<file path="src/hdl/scio_consts.svh">
// Offsets, field positions, reset values and timing counts of the support block
`ifndef SCIO_CONSTS_SVH
`define SCIO_CONSTS_SVH

// Register byte offsets
`define SCIO_OFS_SENSE 8'h00
`define SCIO_OFS_DRIVE 8'h04
`define SCIO_OFS_EXPORT 8'h08
`define SCIO_OFS_SOFT_RESET 8'h0c
`define SCIO_OFS_STATUS 8'h10

// Field positions in the export control register
`define SCIO_EXP_ON_BIT 0
`define SCIO_EXP_CHAN_LSB 4
`define SCIO_EXP_CHAN_MSB 7
`define SCIO_EXP_LAG_LSB 8
`define SCIO_EXP_LAG_MSB 11

// Field positions in the status register
`define SCIO_STAT_BUSY_BIT 0
`define SCIO_STAT_GPSEL_LSB 4
`define SCIO_STAT_GPSEL_MSB 6

// Reset values
`define SCIO_DRIVE_RST 12'h000
`define SCIO_EXPORT_RST 9'h000

// Port widths and export pin positions
`define SCIO_SENSE_W 20
`define SCIO_DRIVE_W 12
`define SCIO_MARK_BIT 11
`define SCIO_SEQ_BIT 10

// Timing in core clock cycles
`define SCIO_RECOG_CYCLES 3
`define SCIO_INIT_CYCLES 32
`define SCIO_LAG_BASE 3
`define SCIO_LAG_TAPS 16

`endif

</file>
<file path="src/hdl/scio_pkg.sv">
// Types and the divider decode shared by the support block files
`default_nettype none

package scio_pkg;

  // One channel's code and control signals
  typedef struct packed {
    logic chip;
    logic epoch;
  } scio_code_ctrl_t;

  // Export control fields
  typedef struct packed {
    logic [3:0] lag;
    logic [3:0] chan;
    logic on;
  } scio_export_ctrl_t;

  // Reset sequencer states
  typedef enum logic [1:0] {
    SCIO_RUN = 2'b00,
    SCIO_PEND = 2'b01,
    SCIO_HOLD = 2'b10
  } scio_rst_state_t;

  // Select code 0 disables, codes 1..7 divide by 2..8
  function automatic logic [3:0] scio_factor(input logic [2:0] sel);
    scio_factor = (sel == 3'h0) ? 4'h0 : ({1'b0, sel} + 4'h1);
  endfunction : scio_factor

endpackage : scio_pkg

`default_nettype wire

</file>
<file path="src/hdl/scio_gpclk_div.sv">
// General-purpose clock divider driven by master clock edge ticks
`timescale 1ns/1ps
`default_nettype none

module scio_gpclk_div (
  input wire logic clock,
  input wire logic rst,
  input wire logic tick,
  input wire logic [2:0] sel,
  output logic gp_clk_r
);

  logic [3:0] factor;
  logic [3:0] high_len;
  logic [2:0] cnt_r;
  logic [2:0] cnt_nxt;

  // Half period rounded up gives the extra high period on odd factors
  assign factor = scio_pkg::scio_factor(sel);
  assign high_len = (factor + 4'h1) >> 1;

  // Phase counter wraps at factor minus one
  always_comb begin
    if (cnt_r == 3'(factor - 4'h1)) begin
      cnt_nxt = 3'h0;
    end else begin
      cnt_nxt = cnt_r + 3'h1;
    end
  end

  // Counter and output advance only on master clock ticks
  always_ff @(posedge clock) begin
    if (rst || factor == 4'h0) begin
      cnt_r <= 3'h0;
      gp_clk_r <= 1'b0;
    end else if (tick) begin
      cnt_r <= cnt_nxt;
      gp_clk_r <= ({1'b0, cnt_nxt} < high_len);
    end
  end

endmodule : scio_gpclk_div

`default_nettype wire

</file>
<file path="src/hdl/scio_top.sv">
// Clock, reset and parallel port support block with code export
//
// The address map and strobed register access were chosen for this implementation.
`include "scio_consts.svh"
`timescale 1ns/1ps
`default_nettype none

module scio_top #(
  parameter int NCH = 12
) (
  input wire logic clock,
  input wire logic rst,
  // Register port
  input wire logic [7:0] reg_addr,
  input wire logic [31:0] reg_wdata,
  input wire logic reg_wr,
  input wire logic reg_rd,
  output logic [31:0] reg_rdata,
  // Clock generation
  input wire logic master_clock_pin,
  input wire logic [2:0] gp_divide_select,
  output logic general_purpose_clock_out,
  // Resets toward the rest of the chip
  output logic internal_reset_tree,
  output logic timebase_reset,
  output logic init_busy,
  // Parallel ports
  input wire logic [`SCIO_SENSE_W-1:0] parallel_sense_lines,
  output logic [`SCIO_DRIVE_W-1:0] parallel_drive_lines,
  // Per-channel code and epoch from the channel matrix
  input wire scio_pkg::scio_code_ctrl_t [NCH-1:0] channel_code_ctrl_bus
);

  // ---------------------------------------------------------------
  // Declarations
  // ---------------------------------------------------------------
  logic mclk_s1_r;
  logic mclk_s2_r;
  logic mclk_s3_r;
  logic mclk_tick;
  logic [2:0] gpsel_s1_r;
  logic [2:0] gpsel_s2_r;
  logic [`SCIO_SENSE_W-1:0] sense_s1_r;
  logic [`SCIO_SENSE_W-1:0] sense_s2_r;

  scio_pkg::scio_rst_state_t rst_state_r;
  logic [5:0] rst_cnt_r;
  logic soft_req;
  logic core_rst_r;
  logic hard_rst_r;
  logic busy_r;

  logic wr_ok;
  logic rd_ok;
  logic [`SCIO_DRIVE_W-1:0] drive_reg_r;
  scio_pkg::scio_export_ctrl_t export_r;
  logic [31:0] rdata_nxt;

  logic sel_chip_r;
  logic sel_epoch_r;
  logic [`SCIO_LAG_TAPS-1:0] lag_line_r;
  logic [`SCIO_DRIVE_W-1:0] drive_nxt;

  // ---------------------------------------------------------------
  // Pin synchronisers
  // ---------------------------------------------------------------

  // Master clock pin sampled as data; third stage feeds the edge detect
  always_ff @(posedge clock) begin
    if (rst) begin
      mclk_s1_r <= 1'b0;
      mclk_s2_r <= 1'b0;
      mclk_s3_r <= 1'b0;
    end else begin
      mclk_s1_r <= master_clock_pin;
      mclk_s2_r <= mclk_s1_r;
      mclk_s3_r <= mclk_s2_r;
    end
  end

  // Rising edge of master clock; needs core clock above twice its rate
  assign mclk_tick = mclk_s2_r & ~mclk_s3_r;

  // Static divider select; resynchronised so a pin change cannot glitch it
  always_ff @(posedge clock) begin
    if (rst) begin
      gpsel_s1_r <= 3'h0;
      gpsel_s2_r <= 3'h0;
    end else begin
      gpsel_s1_r <= gp_divide_select;
      gpsel_s2_r <= gpsel_s1_r;
    end
  end

  // Sense lines pass two stages, still free running, never held
  always_ff @(posedge clock) begin
    if (rst) begin
      sense_s1_r <= '0;
      sense_s2_r <= '0;
    end else begin
      sense_s1_r <= parallel_sense_lines;
      sense_s2_r <= sense_s1_r;
    end
  end

  // ---------------------------------------------------------------
  // General-purpose clock divider
  // ---------------------------------------------------------------

  // Only the hardware reset reaches it, keeping the clock alive on soft reset
  scio_gpclk_div u_gpclk (
    .clock(clock),
    .rst(rst),
    .tick(mclk_tick),
    .sel(gpsel_s2_r),
    .gp_clk_r(general_purpose_clock_out)
  );

  // ---------------------------------------------------------------
  // Reset sequencer
  // ---------------------------------------------------------------

  // Any write to the soft reset offset in the run state, data ignored
  assign soft_req = reg_wr && (reg_addr == `SCIO_OFS_SOFT_RESET)
                    && (rst_state_r == scio_pkg::SCIO_RUN);

  // Pending phase models recognition delay, hold phase covers init
  always_ff @(posedge clock) begin
    if (rst) begin
      rst_state_r <= scio_pkg::SCIO_HOLD;
      rst_cnt_r <= 6'(`SCIO_INIT_CYCLES - 1);
    end else begin
      case (rst_state_r)
        scio_pkg::SCIO_RUN: begin
          if (soft_req) begin
            rst_state_r <= scio_pkg::SCIO_PEND;
            rst_cnt_r <= 6'(`SCIO_RECOG_CYCLES - 1);
          end
        end
        scio_pkg::SCIO_PEND: begin
          if (rst_cnt_r == 6'h00) begin
            rst_state_r <= scio_pkg::SCIO_HOLD;
            rst_cnt_r <= 6'(`SCIO_INIT_CYCLES - 1);
          end else begin
            rst_cnt_r <= rst_cnt_r - 6'h01;
          end
        end
        scio_pkg::SCIO_HOLD: begin
          if (rst_cnt_r == 6'h00) begin
            rst_state_r <= scio_pkg::SCIO_RUN;
          end else begin
            rst_cnt_r <= rst_cnt_r - 6'h01;
          end
        end
        default: begin
          rst_state_r <= scio_pkg::SCIO_HOLD;
          rst_cnt_r <= 6'(`SCIO_INIT_CYCLES - 1);
        end
      endcase
    end
  end

  // Internal reset in hold and during the hard reset itself
  always_ff @(posedge clock) begin
    if (rst) begin
      core_rst_r <= 1'b1;
    end else begin
      // Drops one cycle before busy so init always outlasts the reset itself
      core_rst_r <= (rst_state_r == scio_pkg::SCIO_PEND && rst_cnt_r == 6'h00)
                    || (rst_state_r == scio_pkg::SCIO_HOLD && rst_cnt_r > 6'h01);
    end
  end

  // Timebase dividers see only the hardware reset
  always_ff @(posedge clock) begin
    hard_rst_r <= rst;
  end

  // Busy flag follows the sequencer so software can poll it after init
  always_ff @(posedge clock) begin
    if (rst) begin
      busy_r <= 1'b1;
    end else begin
      // Raised by the soft reset write itself so a follow-up access is refused
      busy_r <= soft_req || ((rst_state_r != scio_pkg::SCIO_RUN) && !(rst_state_r ==
                scio_pkg::SCIO_HOLD && rst_cnt_r == 6'h00));
    end
  end

  assign internal_reset_tree = core_rst_r;
  assign timebase_reset = hard_rst_r;
  assign init_busy = busy_r;

  // ---------------------------------------------------------------
  // Register port
  // ---------------------------------------------------------------

  // Accesses during reset or init are dropped rather than corrupting state
  assign wr_ok = reg_wr && !busy_r && !core_rst_r;
  assign rd_ok = reg_rd && !busy_r && !core_rst_r;

  // Output port register
  always_ff @(posedge clock) begin
    if (rst || core_rst_r) begin
      drive_reg_r <= `SCIO_DRIVE_RST;
    end else if (wr_ok && reg_addr == `SCIO_OFS_DRIVE) begin
      drive_reg_r <= reg_wdata[`SCIO_DRIVE_W-1:0];
    end
  end

  // Export control register
  always_ff @(posedge clock) begin
    if (rst || core_rst_r) begin
      export_r <= `SCIO_EXPORT_RST;
    end else if (wr_ok && reg_addr == `SCIO_OFS_EXPORT) begin
      export_r.on <= reg_wdata[`SCIO_EXP_ON_BIT];
      export_r.chan <= reg_wdata[`SCIO_EXP_CHAN_MSB:`SCIO_EXP_CHAN_LSB];
      export_r.lag <= reg_wdata[`SCIO_EXP_LAG_MSB:`SCIO_EXP_LAG_LSB];
    end
  end

  // Read multiplexer; unmapped offsets and the soft reset offset read zero
  always_comb begin
    rdata_nxt = 32'h0000_0000;
    if (rd_ok) begin
      case (reg_addr)
        `SCIO_OFS_SENSE: begin
          rdata_nxt[`SCIO_SENSE_W-1:0] = sense_s2_r;
        end
        `SCIO_OFS_DRIVE: begin
          rdata_nxt[`SCIO_DRIVE_W-1:0] = drive_reg_r;
        end
        `SCIO_OFS_EXPORT: begin
          rdata_nxt[`SCIO_EXP_ON_BIT] = export_r.on;
          rdata_nxt[`SCIO_EXP_CHAN_MSB:`SCIO_EXP_CHAN_LSB] = export_r.chan;
          rdata_nxt[`SCIO_EXP_LAG_MSB:`SCIO_EXP_LAG_LSB] = export_r.lag;
        end
        `SCIO_OFS_STATUS: begin
          rdata_nxt[`SCIO_STAT_BUSY_BIT] = busy_r;
          rdata_nxt[`SCIO_STAT_GPSEL_MSB:`SCIO_STAT_GPSEL_LSB] = gpsel_s2_r;
        end
        default: begin
          rdata_nxt = 32'h0000_0000;
        end
      endcase
    end
  end

  // Read data stands only in the cycle after the strobe
  always_ff @(posedge clock) begin
    if (rst) begin
      reg_rdata <= 32'h0000_0000;
    end else begin
      reg_rdata <= rdata_nxt;
    end
  end

  // ---------------------------------------------------------------
  // Code export path
  // ---------------------------------------------------------------

  // Channel pick registered; out-of-range channel selects give zeros
  always_ff @(posedge clock) begin
    if (rst || core_rst_r) begin
      sel_chip_r <= 1'b0;
      sel_epoch_r <= 1'b0;
    end else if (int'(export_r.chan) < NCH) begin
      sel_chip_r <= channel_code_ctrl_bus[export_r.chan].chip;
      sel_epoch_r <= channel_code_ctrl_bus[export_r.chan].epoch;
    end else begin
      sel_chip_r <= 1'b0;
      sel_epoch_r <= 1'b0;
    end
  end

  // Delay line; tap index is the lag field, base delay added by the pipe
  always_ff @(posedge clock) begin
    if (rst || core_rst_r) begin
      lag_line_r <= '0;
    end else begin
      lag_line_r <= {lag_line_r[`SCIO_LAG_TAPS-2:0], sel_chip_r};
    end
  end

  // Top two pins switch source; register bits otherwise pass straight on
  always_comb begin
    drive_nxt = drive_reg_r;
    if (export_r.on) begin
      drive_nxt[`SCIO_MARK_BIT] = ~sel_epoch_r;
      drive_nxt[`SCIO_SEQ_BIT] = lag_line_r[export_r.lag];
    end
  end

  // Pin register: marker two cycles, sequence lag plus three cycles
  always_ff @(posedge clock) begin
    if (rst || core_rst_r) begin
      parallel_drive_lines <= `SCIO_DRIVE_RST;
    end else begin
      parallel_drive_lines <= drive_nxt;
    end
  end

endmodule : scio_top

`default_nettype wire

</file>
<file path="config.mk">
export PLATFORM = sky130hd
export DESIGN_NAME = scio_top
export DESIGN_NICKNAME = d
export VERILOG_FILES = /design/src/hdl/scio_pkg.sv /design/src/hdl/scio_gpclk_div.sv /design/src/hdl/scio_top.sv
export VERILOG_INCLUDE_DIRS = /design/src /design/src/hdl
export SDC_FILE = /design/constraint.sdc
export NUM_CORES = 1
export LEC_CHECK = 0
export ABC_AREA = 1
export BUFFER_PORTS_ARGS = -buffer_cell sky130_fd_sc_hd__buf_2
export CAP_MARGIN = 10
export CORE_UTILIZATION = 58
export CTS_BUF_LIST = sky130_fd_sc_hd__clkbuf_8
export DETAILED_ROUTE_END_ITERATION = 12
export PLACE_DENSITY = 0.85
export SLEW_MARGIN = 0
export SYNTH_ARGS = -nofsm -noshare
export SYNTH_HDL_FRONTEND = slang
export SYNTH_SLANG_ARGS = --single-unit
</file>
<file path="constraint.sdc">
create_clock -name clock -period 6.8 [get_ports clock]
set_input_delay 0.68 -clock clock [delete_from_list [all_inputs] [get_ports clock]]
set_output_delay 0.68 -clock clock [all_outputs]
set_load 0.1 [all_outputs]
</file>
==> results_dict.tcl, run 1 <==
set metrics [dict create \
    status "complete, no violations" \
    cp_slowest_cell "dfxtp_1" \
    rr_worst_depth 17 \
    path_clk_slew_ns 0.07 \
    synthDistinctLibCells 41 \
    drtIter0Drc 218 \
    syn_avg_cell_area_um2 7.96 \
    grt_overflow_total 0 \
    post_route_cells_drive_above_1_share 0.206 \
    start_util 0.601 \
    antenna_cells 0 \
    grt_pass1_wl_mm 17.8 \
    path_max_fanout 6 \
    r2r_slack_ns 3.99 \
    num_rows 34 \
    drc 0 \
    finClkSkew_ns 0.00678 \
    hold_viol_final 0 \
    vias_per_cell 4.90 \
    drv_slew 0 \
    max-clock-path-buffers 2 \
    fp.coreArea_um2 8760 \
    synth-seq-area-share 0.513 \
    postCtsSetupBuffers 0 \
    track_usage 0.234 \
    crit_path_frequent_cell "nand2_1" \
    holdBufCountCts 0 \
    die_w_um 97.3 \
    gp_congestion 0.863 \
    cap_viol_max_count 0 \
    vias 4357 \
    synth_top_area_cell "dfxtp_1" \
    crit_path_end_kind "flip-flop" \
    ios 140 \
    fmax_mhz 356 \
    arrival_ns 3.18 \
    yosys-top-cells-area "dfxtp_1 51%, inv_1 9.4%, nor2_1 8.3%" \
    whs_ns 0.403 \
    startpoint_type "flip-flop" \
    ant_nets 0 \
    power.leakage_nw 2.86 \
    slew_headroom 0.343 \
    ir_worst_vdd_mv 0.133 \
    grt_pass1_vias 4146 \
    avgRoutedWirePerCell_um 11.8 \
    antenna_found_initial 0 \
    grt_setup_unrepaired "false" \
    dieArea_um2 9460 \
    whs_path_depth 2 \
    required_ns 7.17 \
    worst_pin_slew_ns 0.986 \
    cts-root-buf "clkbuf_8" \
    fin_crit_ns 2.81 \
    synth_cells 661 \
    cts_buffers 17 \
    layout_commonest_cell "dfxtp_1" \
    syn_area_um2 5260 \
    min_to "sense_s2_r[9]$_SDFF_PP0_" \
    cts_tree "done" \
    die_h_um 97.3 \
    fin_tns_setup_ns 0 \
    clock_latency_ns 0.44 \
    pwr_density_cell_nw_per_um2 240 \
    dp_hpwl_mm 7.67 \
    synth_top_area_frac 0.513 \
    grt_max_degree 60 \
    mostFrequentLayoutCells "135 x dfxtp_1, 134 x inv_1, 116 x nor2_1, 107 x buf_2, 57 x nand2_1" \
    syn_to_final_growth_pct 16.4 \
    h-tree-depth 4 \
    firstDrtPassIters 5 \
    cts_sinks 135 \
    r2r-end "u_gpclk.gp_clk_r$_SDFFE_PP0P_" \
    io_buffers 107 \
    holdCritPathClass "reg -> reg" \
    synth-seq-cells 135 \
    timing.rr.start "gpsel_s2_r[0]$_SDFF_PP0_" \
    yosysWarnings 0 \
    wl_mm 10.5 \
    finalSetupViolCount 0 \
    hold_start "sense_s1_r[9]$_SDFF_PP0_" \
    nNetsFinal 870 \
    critPathKind "reg -> reg" \
    path_cells "inv_1, ha_1, nand2_1, nand2_1, ha_1, nand2_1, inv_1, nor2_1, nand2_1, nor2_1, nand2_1, nand2_1, inv_1, ha_1, a211oi_1, nand2_1, a21oi_1" \
    fin_crit_sh 0.413 \
    post_cts_resized 0 \
    max_stage_delay_ns 0.38 \
]
[worst max-delay path, delay by kind of cell (launching register included)]
family | cells | cell delay [ns]
flip-flops | 1 | 0.38
AO/OA/AOI/OAI | 2 | 0.36
AND/OR/NAND/NOR | 9 | 0.89
buffers and inverters | 3 | 0.21
adder cells (fa/ha/maj) | 3 | 0.89
[routing by layer]
layer | up-vias | share of wire | track usage
met5 | - | 0 | 0
met4 | 0 | 0.022 | 0.117
met3 | 24 | 0.069 | 0.0597
met2 | 157 | 0.48 | 0.400
met1 | 1937 | 0.43 | 0.272
li1 | 2239 | - | -
[cells by family after synthesis]
group | count (synthesis) | synth area share
buf+inv | 165 | 0.133
fa+ha+maj | 10 | 0.0238
simple gates | 214 | 0.177
flops | 135 | 0.513
xor+xnor | 5 | 0.00832
compound gates | 131 | 0.144
other cells | 1 | 0.000712
[synthesized netlist by cell type]
master and count:
nor3_4 1, clkbuf_1 9, nand2_2 5, buf_6 3, inv_2 1, a31oi_1 2
conb_1 1, nor2_8 1, a21oi_1 52, inv_6 1, a31oi_4 1, o21bai_1 1
nand3_4 1, o211ai_1 2, nor2_1 116, a21oi_4 1, nor2_2 5, nand4_1 2
buf_1 2, o21ai_0 42, o31ai_1 2, nor3_1 5, buf_2 3, a211oi_2 1
nand3_2 1, a211oi_1 2, o31a_1 1, o22ai_1 7, o21ai_1 8, nand3_1 17
dfxtp_1 135, nand2_4 2, nand2_1 57, ha_1 10, inv_1 132, xor2_1 5
a21oi_2 2, clkinv_1 1, o221ai_1 7, nor2_4 1, buf_4 13
[per-stage QoR]
stage          worst slack [ns]  instance area, µm²  power, mW  cells  utilization
3_3_place_gp               3.90                5790      0.927    857        0.660
6_report                   3.99                6130       1.47    889        0.699
3_5_place_dp               3.85                5790      0.931    857        0.660
4_1_cts                    4.02                6130       1.49    889        0.699
2_1_floorplan              4.40                5310      0.904    672            -
5_1_grt                    3.75                6130       1.53    889        0.699
[sequential cells by signal, indices dropped and copies added (netlist names), 2 cells and up]
name / count
gpsel_s2_r: 3
sense_s1_r: 20
gpsel_s1_r: 3
u_gpclk.cnt_r: 3
lag_line_r: 16
sense_s2_r: 20
reg_rdata: 20
drive_reg_r: 12
export_r: 9
rst_cnt_r: 6
parallel_drive_lines: 12
rst_state_r: 2
[report_power, final]
group | switching (mW) | internal (mW)
clock | 0.309 | 0.251
combinational | 0.0709 | 0.0305
sequential | 0.00607 | 0.806
[worst max-delay path by stage]
| stage | startpoint | to | slack [ns] |
|---|---|---|---|
| 5_1_grt | gpsel_s2_r[0]$_SDFF_PP0_ | u_gpclk.gp_clk_r$_SDFFE_PP0P_ | 3.75 |
| 6_report | gpsel_s2_r[0]$_SDFF_PP0_ | u_gpclk.gp_clk_r$_SDFFE_PP0P_ | 3.99 |
| 3_3_place_gp | rst | parallel_drive_lines[10]$_SDFF_PP0_ | 3.90 |
| 3_5_place_dp | rst | reg_rdata[18]$_SDFF_PP0_ | 3.85 |
| 4_1_cts | gpsel_s2_r[0]$_SDFF_PP0_ | u_gpclk.gp_clk_r$_SDFFE_PP0P_ | 4.02 |
| 2_1_floorplan | gpsel_s2_r[0]$_SDFF_PP0_ | u_gpclk.gp_clk_r$_SDFFE_PP0P_ | 4.40 |
[final cells by class]
cell class / count / area [µm²]
Clock buffer: 17 / 234
Tap cell: 108 / 135
Inverter: 135 / 512
Timing Repair Buffer: 107 / 536
Multi-Input combinational cell: 372 / 1900
Clock inverter: 15 / 105
Sequential cell: 135 / 2700
Fill cell: 713 / 2640
(Power assumes the default switching activity.)
==> inputs of run 2 (changes only) <==
Settings changed: ABC_AREA 1 to 0, CORE_UTILIZATION 58 to 54, PLACE_DENSITY 0.85 to 0.79.
Clock period 6.8 ns to 2.6 ns, I/O delays scaled along.
==> run 2 against run 1 <==
  * Combinational power increased to 3.5 times the previous value
  * Via count down 8.6%
  * Power grew to 2.9 times the previous value
  * Fmax is 4.5% higher
  * Flip-flop and latch count is the same
  * The run now ends with setup timing left
==> results_dict.tcl, run 2 <==
set metrics [dict create \
    synth-adder-area-share 0.0253 \
    synth-seq-area-share 0.505 \
    multi_input_area_um2 2540 \
    fin_crit_sh 1.03 \
    antenna_cells 0 \
    grt_pass1_vias 3824 \
    synth_xor_area_frac 0.00982 \
    syn_area_um2 5350 \
    synth_compound_area_frac 0.0891 \
    firstDrtPassIters 4 \
    fmax_mhz 372 \
    clock_latency_ns 0.42 \
    nNetsFinal 733 \
    ir_worst_vdd_mv 0.436 \
    grt_max_degree 60 \
    vias 3984 \
    dp.cells 740 \
    synthMuxAreaShare 0.105 \
    drv_slew 0 \
    gp_congestion 0.845 \
    synth-seq-cells 135 \
    placed_area_um2 6040 \
    die_w_um 102 \
    vias_per_cell 5.15 \
    io_buffers 107 \
    synth_common_cells "135 x dfxtp_1, 62 x nor2b_1, 48 x nor2_1" \
    synthSimpleGateAreaFrac 0.220 \
    post_route_cells_drive_above_1_share 0.287 \
    pwr_density_cell_nw_per_um2 660 \
    met1Wirelength_mm 4.99 \
    path_clk_slew_ns 0.09 \
    whs_ns 0.0324 \
    synth_top_area_cell "dfxtp_1" \
    finClkSkew_ns 0.00647 \
    yosysWarnings 0 \
    postLayoutSetupSlackWorst_ns -0.0865 \
    wl_mm 11.1 \
    antenna_found_initial 1 \
    finalSetupViolCount 1 \
    ant_nets 0 \
    ios 140 \
    topRoutingLayerUsed "met5" \
    startpoint_type "flip-flop" \
    start_util 0.568 \
    fin_area_um2 6530 \
    fp.coreArea_um2 9420 \
    critPathKind "reg -> reg" \
    fin_crit_ns 2.69 \
    synthDistinctLibCells 59 \
    grt_overflow_total 0 \
    synth.most_common_cell "dfxtp_1" \
    cts_buffers 17 \
    track_usage 0.232 \
    synth_edf_count 0 \
    cap_viol_max_count 0 \
    required_ns 2.92 \
    grt_setup_unrepaired "true" \
    crit_path_end_kind "flip-flop" \
    synth_top_area_frac 0.505 \
    grt_pass1_wl_mm 18.2 \
    dieArea_um2 10300 \
    violations "setup timing" \
    synth_cells 519 \
    post-route-util 0.694 \
    regArea_um2 2710 \
    cts_tree "done" \
    die_h_um 102 \
    hold_viol_final 0 \
    top_regs "reg_rdata (20), sense_s1_r (20), sense_s2_r (20)" \
    yosys-top-cells-area "dfxtp_1 51%, nor2b_1 7.2%, mux2i_1 6.9%" \
    ys_async_sr_fraction 0 \
    h-tree-depth 4 \
    fin_cells 773 \
    drc 0 \
    holdCritPathClass "in -> reg" \
    synth_top_family_by_area "simple AND/OR/NAND/NOR gates" \
    arrival_ns 3.00 \
    syn_avg_cell_area_um2 10.3 \
    postCtsSetupBuffers 0 \
    num-fill-cells 734 \
    cts-root-buf "clkbuf_8" \
    power_mw 4.31 \
    avgRoutedWirePerCell_um 14.3 \
    slew_headroom 0.504 \
    layout_commonest_cell "dfxtp_1" \
    max-clock-path-buffers 2 \
    worst_pin_slew_ns 0.742 \
    num_rows 35 \
    mostFrequentLayoutCells "133 x dfxtp_1, 107 x buf_2, 61 x nor2b_1, 48 x nor2_1, 37 x mux2i_1" \
    dp_hpwl_mm 8.12 \
    status "complete, but fails checks" \
    drtIter0Drc 128 \
    path_max_fanout 3 \
    met3_length_um 613 \
    met2_wirelength_mm 5.27 \
    ys.flop_type "dfxtp_1" \
    power.leakage_nw 2.86 \
    syn_to_final_growth_pct 22.1 \
    cts_sinks 135 \
]
## run 2: where the power goes
group	internal [mW]	leakage, nW	switching [mW]
clock network	0.915	0.221	0.926
logic	0.143	1.54	0.207
registers	2.11	1.10	0.0165
total	3.16	2.86	1.15
## run 2: layout make-up
type / count / area share
well taps: 129 / 0.0247
flip-flops and latches: 135 / 0.414
clock buffers: 17 / 0.0358
multi-input cells: 345 / 0.389
clock inverters: 15 / 0.0308
repair buffers: 121 / 0.0984
inverters: 11 / 0.00632
## run 2: logic make-up (layout without fill, tap and decap cells)
group	Yosys count	after routing
DFF	135	135
and+or+nand+nor	207	207
adders and majority gates	11	11
AOI/OAI and AO/OA	63	63
other	1	12
buffers and inverters	50	164
muxes	46	46
xor gates and xnor gates	6	6
## run 2: what timing repair did
action,4_1_cts,5_1_grt
pin swaps,2,0
hold buffers,0,1
setup endpoints to repair,1,1
endpoints found under the hold margin,0,1
gates cloned,0,0
gates resized for setup,3,3
## run 2: per-layer routing
layer / vias up / track usage
met5: - / 0
met4: 2 / 0.0780
met3: 18 / 0.0773
met2: 134 / 0.378
met1: 1835 / 0.288
li1: 1995 / -
## run 2: worst max-delay path: stages (launching register included)
cell	delay (ns)
dfxtp_2	0.33
inv_1	0.06
ha_4	0.16
nor2b_4	0.12
or2_4	0.26
ha_4	0.18
xnor2_4	0.17
nor3_4	0.07
a2111oi_4	0.36
nor2_1	0.08
ha_1	0.33
nand2_2	0.07
a211oi_2	0.16
o41a_1	0.18
nor3_1	0.05
## run 2: final timing paths
| kind | from | to | slack [ns] | depth (start not counted) |
|---|---|---|---|---|
| max | gpsel_s2_r[1]$_SDFF_PP0_ | u_gpclk.gp_clk_r$_SDFFE_PP0P_ | -0.09 | 14 |
| min | parallel_sense_lines[12] | sense_s1_r[12]$_SDFF_PP0_ | 0.03 | 2 |
| max reg2reg | gpsel_s2_r[1]$_SDFF_PP0_ | u_gpclk.gp_clk_r$_SDFFE_PP0P_ | -0.09 | 14 |
| min reg2reg | sel_epoch_r$_SDFF_PP0_ | parallel_drive_lines[11]$_SDFF_PP0_ | 0.42 | 1 |
## run 2: through the flow
stage	setup slack, ns	setup TNS [ns]
floorplan	-0.0441	-0.0441
global placement	-0.00693	-0.00693
detailed placement	-0.160	-0.160
CTS	-0.0869	-0.0869
global route	-0.253	-0.253
finish	-0.0865	-0.0865
==> inputs of run 3 (changes only) <==
Settings changed: CORE_UTILIZATION 54 to 49, PLACE_DENSITY 0.79 to 0.76.
Clock period 2.6 ns to 2.44 ns, I/O delays scaled along.
==> run 3 against run 2 <==
  * The run still ends with setup timing left
  * Critical path depth is 1 lower
  * Clock power is 5% lower
  * Via count is 1.7% higher
==> results_dict.tcl, run 3 (synthesized netlist as in run 2, its figures left out) <==
set metrics [dict create \
    fmax_mhz 365 \
    vias 4051 \
    cts-root-buf "clkbuf_8" \
    drtIter0Drc 156 \
    fin_cells 785 \
    grt_overflow_total 0 \
    cp_slowest_cell "dfxtp_4" \
    crit_family "compound AO/OA/AOI/OAI gates" \
    status "complete, but fails checks" \
    fin_crit_sh 1.12 \
    finClkSkew_ns 0.0139 \
    fin_crit_ns 2.74 \
    postCtsSetupBuffers 0 \
    power.leakage_nw 2.85 \
    fp.coreArea_um2 10500 \
    cts_buffers 17 \
    grt_pass1_wl_mm 18.3 \
    ir_worst_vdd_mv 0.444 \
    timing.rr.start "gpsel_s2_r[0]$_SDFF_PP0_" \
    die_w_um 106 \
    min_to "sense_s1_r[18]$_SDFF_PP0_" \
    drc 0 \
    vias_per_cell 5.16 \
    rr_worst_depth 13 \
    path_clk_slew_ns 0.08 \
    r2r_slack_ns -0.30 \
    path_buf_inv 1 \
    post_route_cells_drive_above_1_share 0.287 \
    firstDrtPassIters 4 \
    crit_path_frequent_cell "ha_4" \
    gp_congestion 0.830 \
    track_usage 0.207 \
    antenna_found_initial 0 \
    syn_to_final_growth_pct 21.7 \
    dieArea_um2 11300 \
    h-tree-depth 4 \
    die_h_um 106 \
    path_max_fanout 3 \
    layout_commonest_cell "dfxtp_1" \
    finalSetupViolCount 1 \
    postLayoutSetupSlackWorst_ns -0.297 \
    crit_path_end_kind "flip-flop" \
    cts_sinks 135 \
    nNetsFinal 738 \
    avgRoutedWirePerCell_um 14.6 \
    ios 140 \
    ant_nets 0 \
    max-clock-path-buffers 2 \
    worst_pin_slew_ns 0.717 \
    grt_pass1_vias 3857 \
    whs_ns 0.0197 \
    critPathKind "reg -> reg" \
    grt_setup_unrepaired "true" \
    drv_slew 0 \
    path_cells "inv_2, ha_4, nor2b_4, or2_4, ha_4, xnor2_4, o21a_1, a2111oi_4, nor2_1, ha_1, a211oi_2, o221ai_1, nor3_1" \
    dp_hpwl_mm 8.22 \
    placed_area_um2 6060 \
    whs_path_depth 2 \
    hold_start "parallel_sense_lines[18]" \
    arrival_ns 3.09 \
    hold_viol_final 0 \
    required_ns 2.79 \
    io_buffers 107 \
    r2r-end "u_gpclk.gp_clk_r$_SDFFE_PP0P_" \
    startpoint_type "flip-flop" \
    holdCritPathClass "in -> reg" \
    dp.cells 748 \
    mostFrequentLayoutCells "133 x dfxtp_1, 107 x buf_2, 61 x nor2b_1, 48 x nor2_1, 37 x mux2i_1" \
    max_stage_delay_ns 0.35 \
    wl_mm 11.5 \
    start_util 0.511 \
    num_rows 37 \
    violations "setup timing" \
    grt_max_degree 60 \
    antenna_cells 0 \
    cts_tree "done" \
    top_regs "reg_rdata (20), sense_s1_r (20), sense_s2_r (20)" \
    pwr_density_cell_nw_per_um2 673 \
    clock_latency_ns 0.43 \
    fin_area_um2 6510 \
    slew_headroom 0.521 \
    cap_viol_max_count 0 \
]
[run 3: cell types whose count changed in the layout (fill, tap and decap cells not counted), moves of 2 or more]
cell           delta
dlygate4sd3_1     +4
clkinvlp_4        +3
inv_8             -3
clkinv_2          +2
clkinv_8          -2
[run 3: area by class of cell]
class / instances / area (µm²)
Fill cell: 877 / 3950
Inverter: 11 / 41.3
Clock inverter: 15 / 144
Multi-Input combinational cell: 345 / 2520
Sequential cell: 135 / 2710
Clock buffer: 17 / 234
Tap cell: 136 / 170
Timing Repair Buffer: 126 / 691
[run 3: worst max-delay path by stage]
stage / start / endpoint / slack [ns] / cells after the start
floorplan: gpsel_s2_r[0]$_SDFF_PP0_ / u_gpclk.gp_clk_r$_SDFFE_PP0P_ / -0.20 / 13
global placement: gpsel_s2_r[1]$_SDFF_PP0_ / u_gpclk.gp_clk_r$_SDFFE_PP0P_ / -0.16 / 13
detailed placement: gpsel_s2_r[1]$_SDFF_PP0_ / u_gpclk.gp_clk_r$_SDFFE_PP0P_ / -0.32 / 13
CTS: gpsel_s2_r[1]$_SDFF_PP0_ / u_gpclk.gp_clk_r$_SDFFE_PP0P_ / -0.27 / 13
global route: gpsel_s2_r[1]$_SDFF_PP0_ / u_gpclk.gp_clk_r$_SDFFE_PP0P_ / -0.44 / 13
finish: gpsel_s2_r[0]$_SDFF_PP0_ / u_gpclk.gp_clk_r$_SDFFE_PP0P_ / -0.30 / 13
[run 3: what timing repair did]
item | CTS | global route
pin swaps | 2 | 4
endpoints found under the setup margin | 1 | 1
hold endpoints to repair | 0 | 5
resized for setup | 3 | 1
hold buffers | 0 | 5
[run 3: worst reg2reg max path, stage by stage, from the launching register on]
cell and delay [ns]:
dfxtp_4 0.35, inv_2 0.04, ha_4 0.14, nor2b_4 0.12, or2_4 0.26, ha_4 0.18, xnor2_4 0.14, o21a_1 0.16
a2111oi_4 0.33, nor2_1 0.09, ha_1 0.34, a211oi_2 0.19, o221ai_1 0.12, nor3_1 0.19
[run 3: power by group]
| part | internal [mW] | leakage (nW) | switching [mW] |
|---|---|---|---|
| registers | 2.24 | 1.10 | 0.0168 |
| logic | 0.152 | 1.56 | 0.215 |
| clock network | 0.828 | 0.187 | 0.924 |
[run 3: per-stage QoR]
| step | total power [mW] | util | setup TNS [ns] | setup slack, ns |
|---|---|---|---|---|
| after global routing | 4.55 | 0.622 | -0.436 | -0.436 |
| after CTS | 4.40 | 0.618 | -0.275 | -0.275 |
| after floorplan | 2.57 | - | -0.204 | -0.204 |
| after global placement | 2.65 | 0.579 | -0.161 | -0.161 |
| final | 4.38 | 0.622 | -0.297 | -0.297 |
| after detailed placement | 2.66 | 0.579 | -0.320 | -0.320 |
[run 3: per-layer routing]
metal	part of all wire	vias to the layer above	global-route usage
li1	-	2000	-
met3	0.063	18	0.0742
met4	0.015	0	0.0656
met5	0	-	0
met1	0.46	1904	0.257
met2	0.46	129	0.336
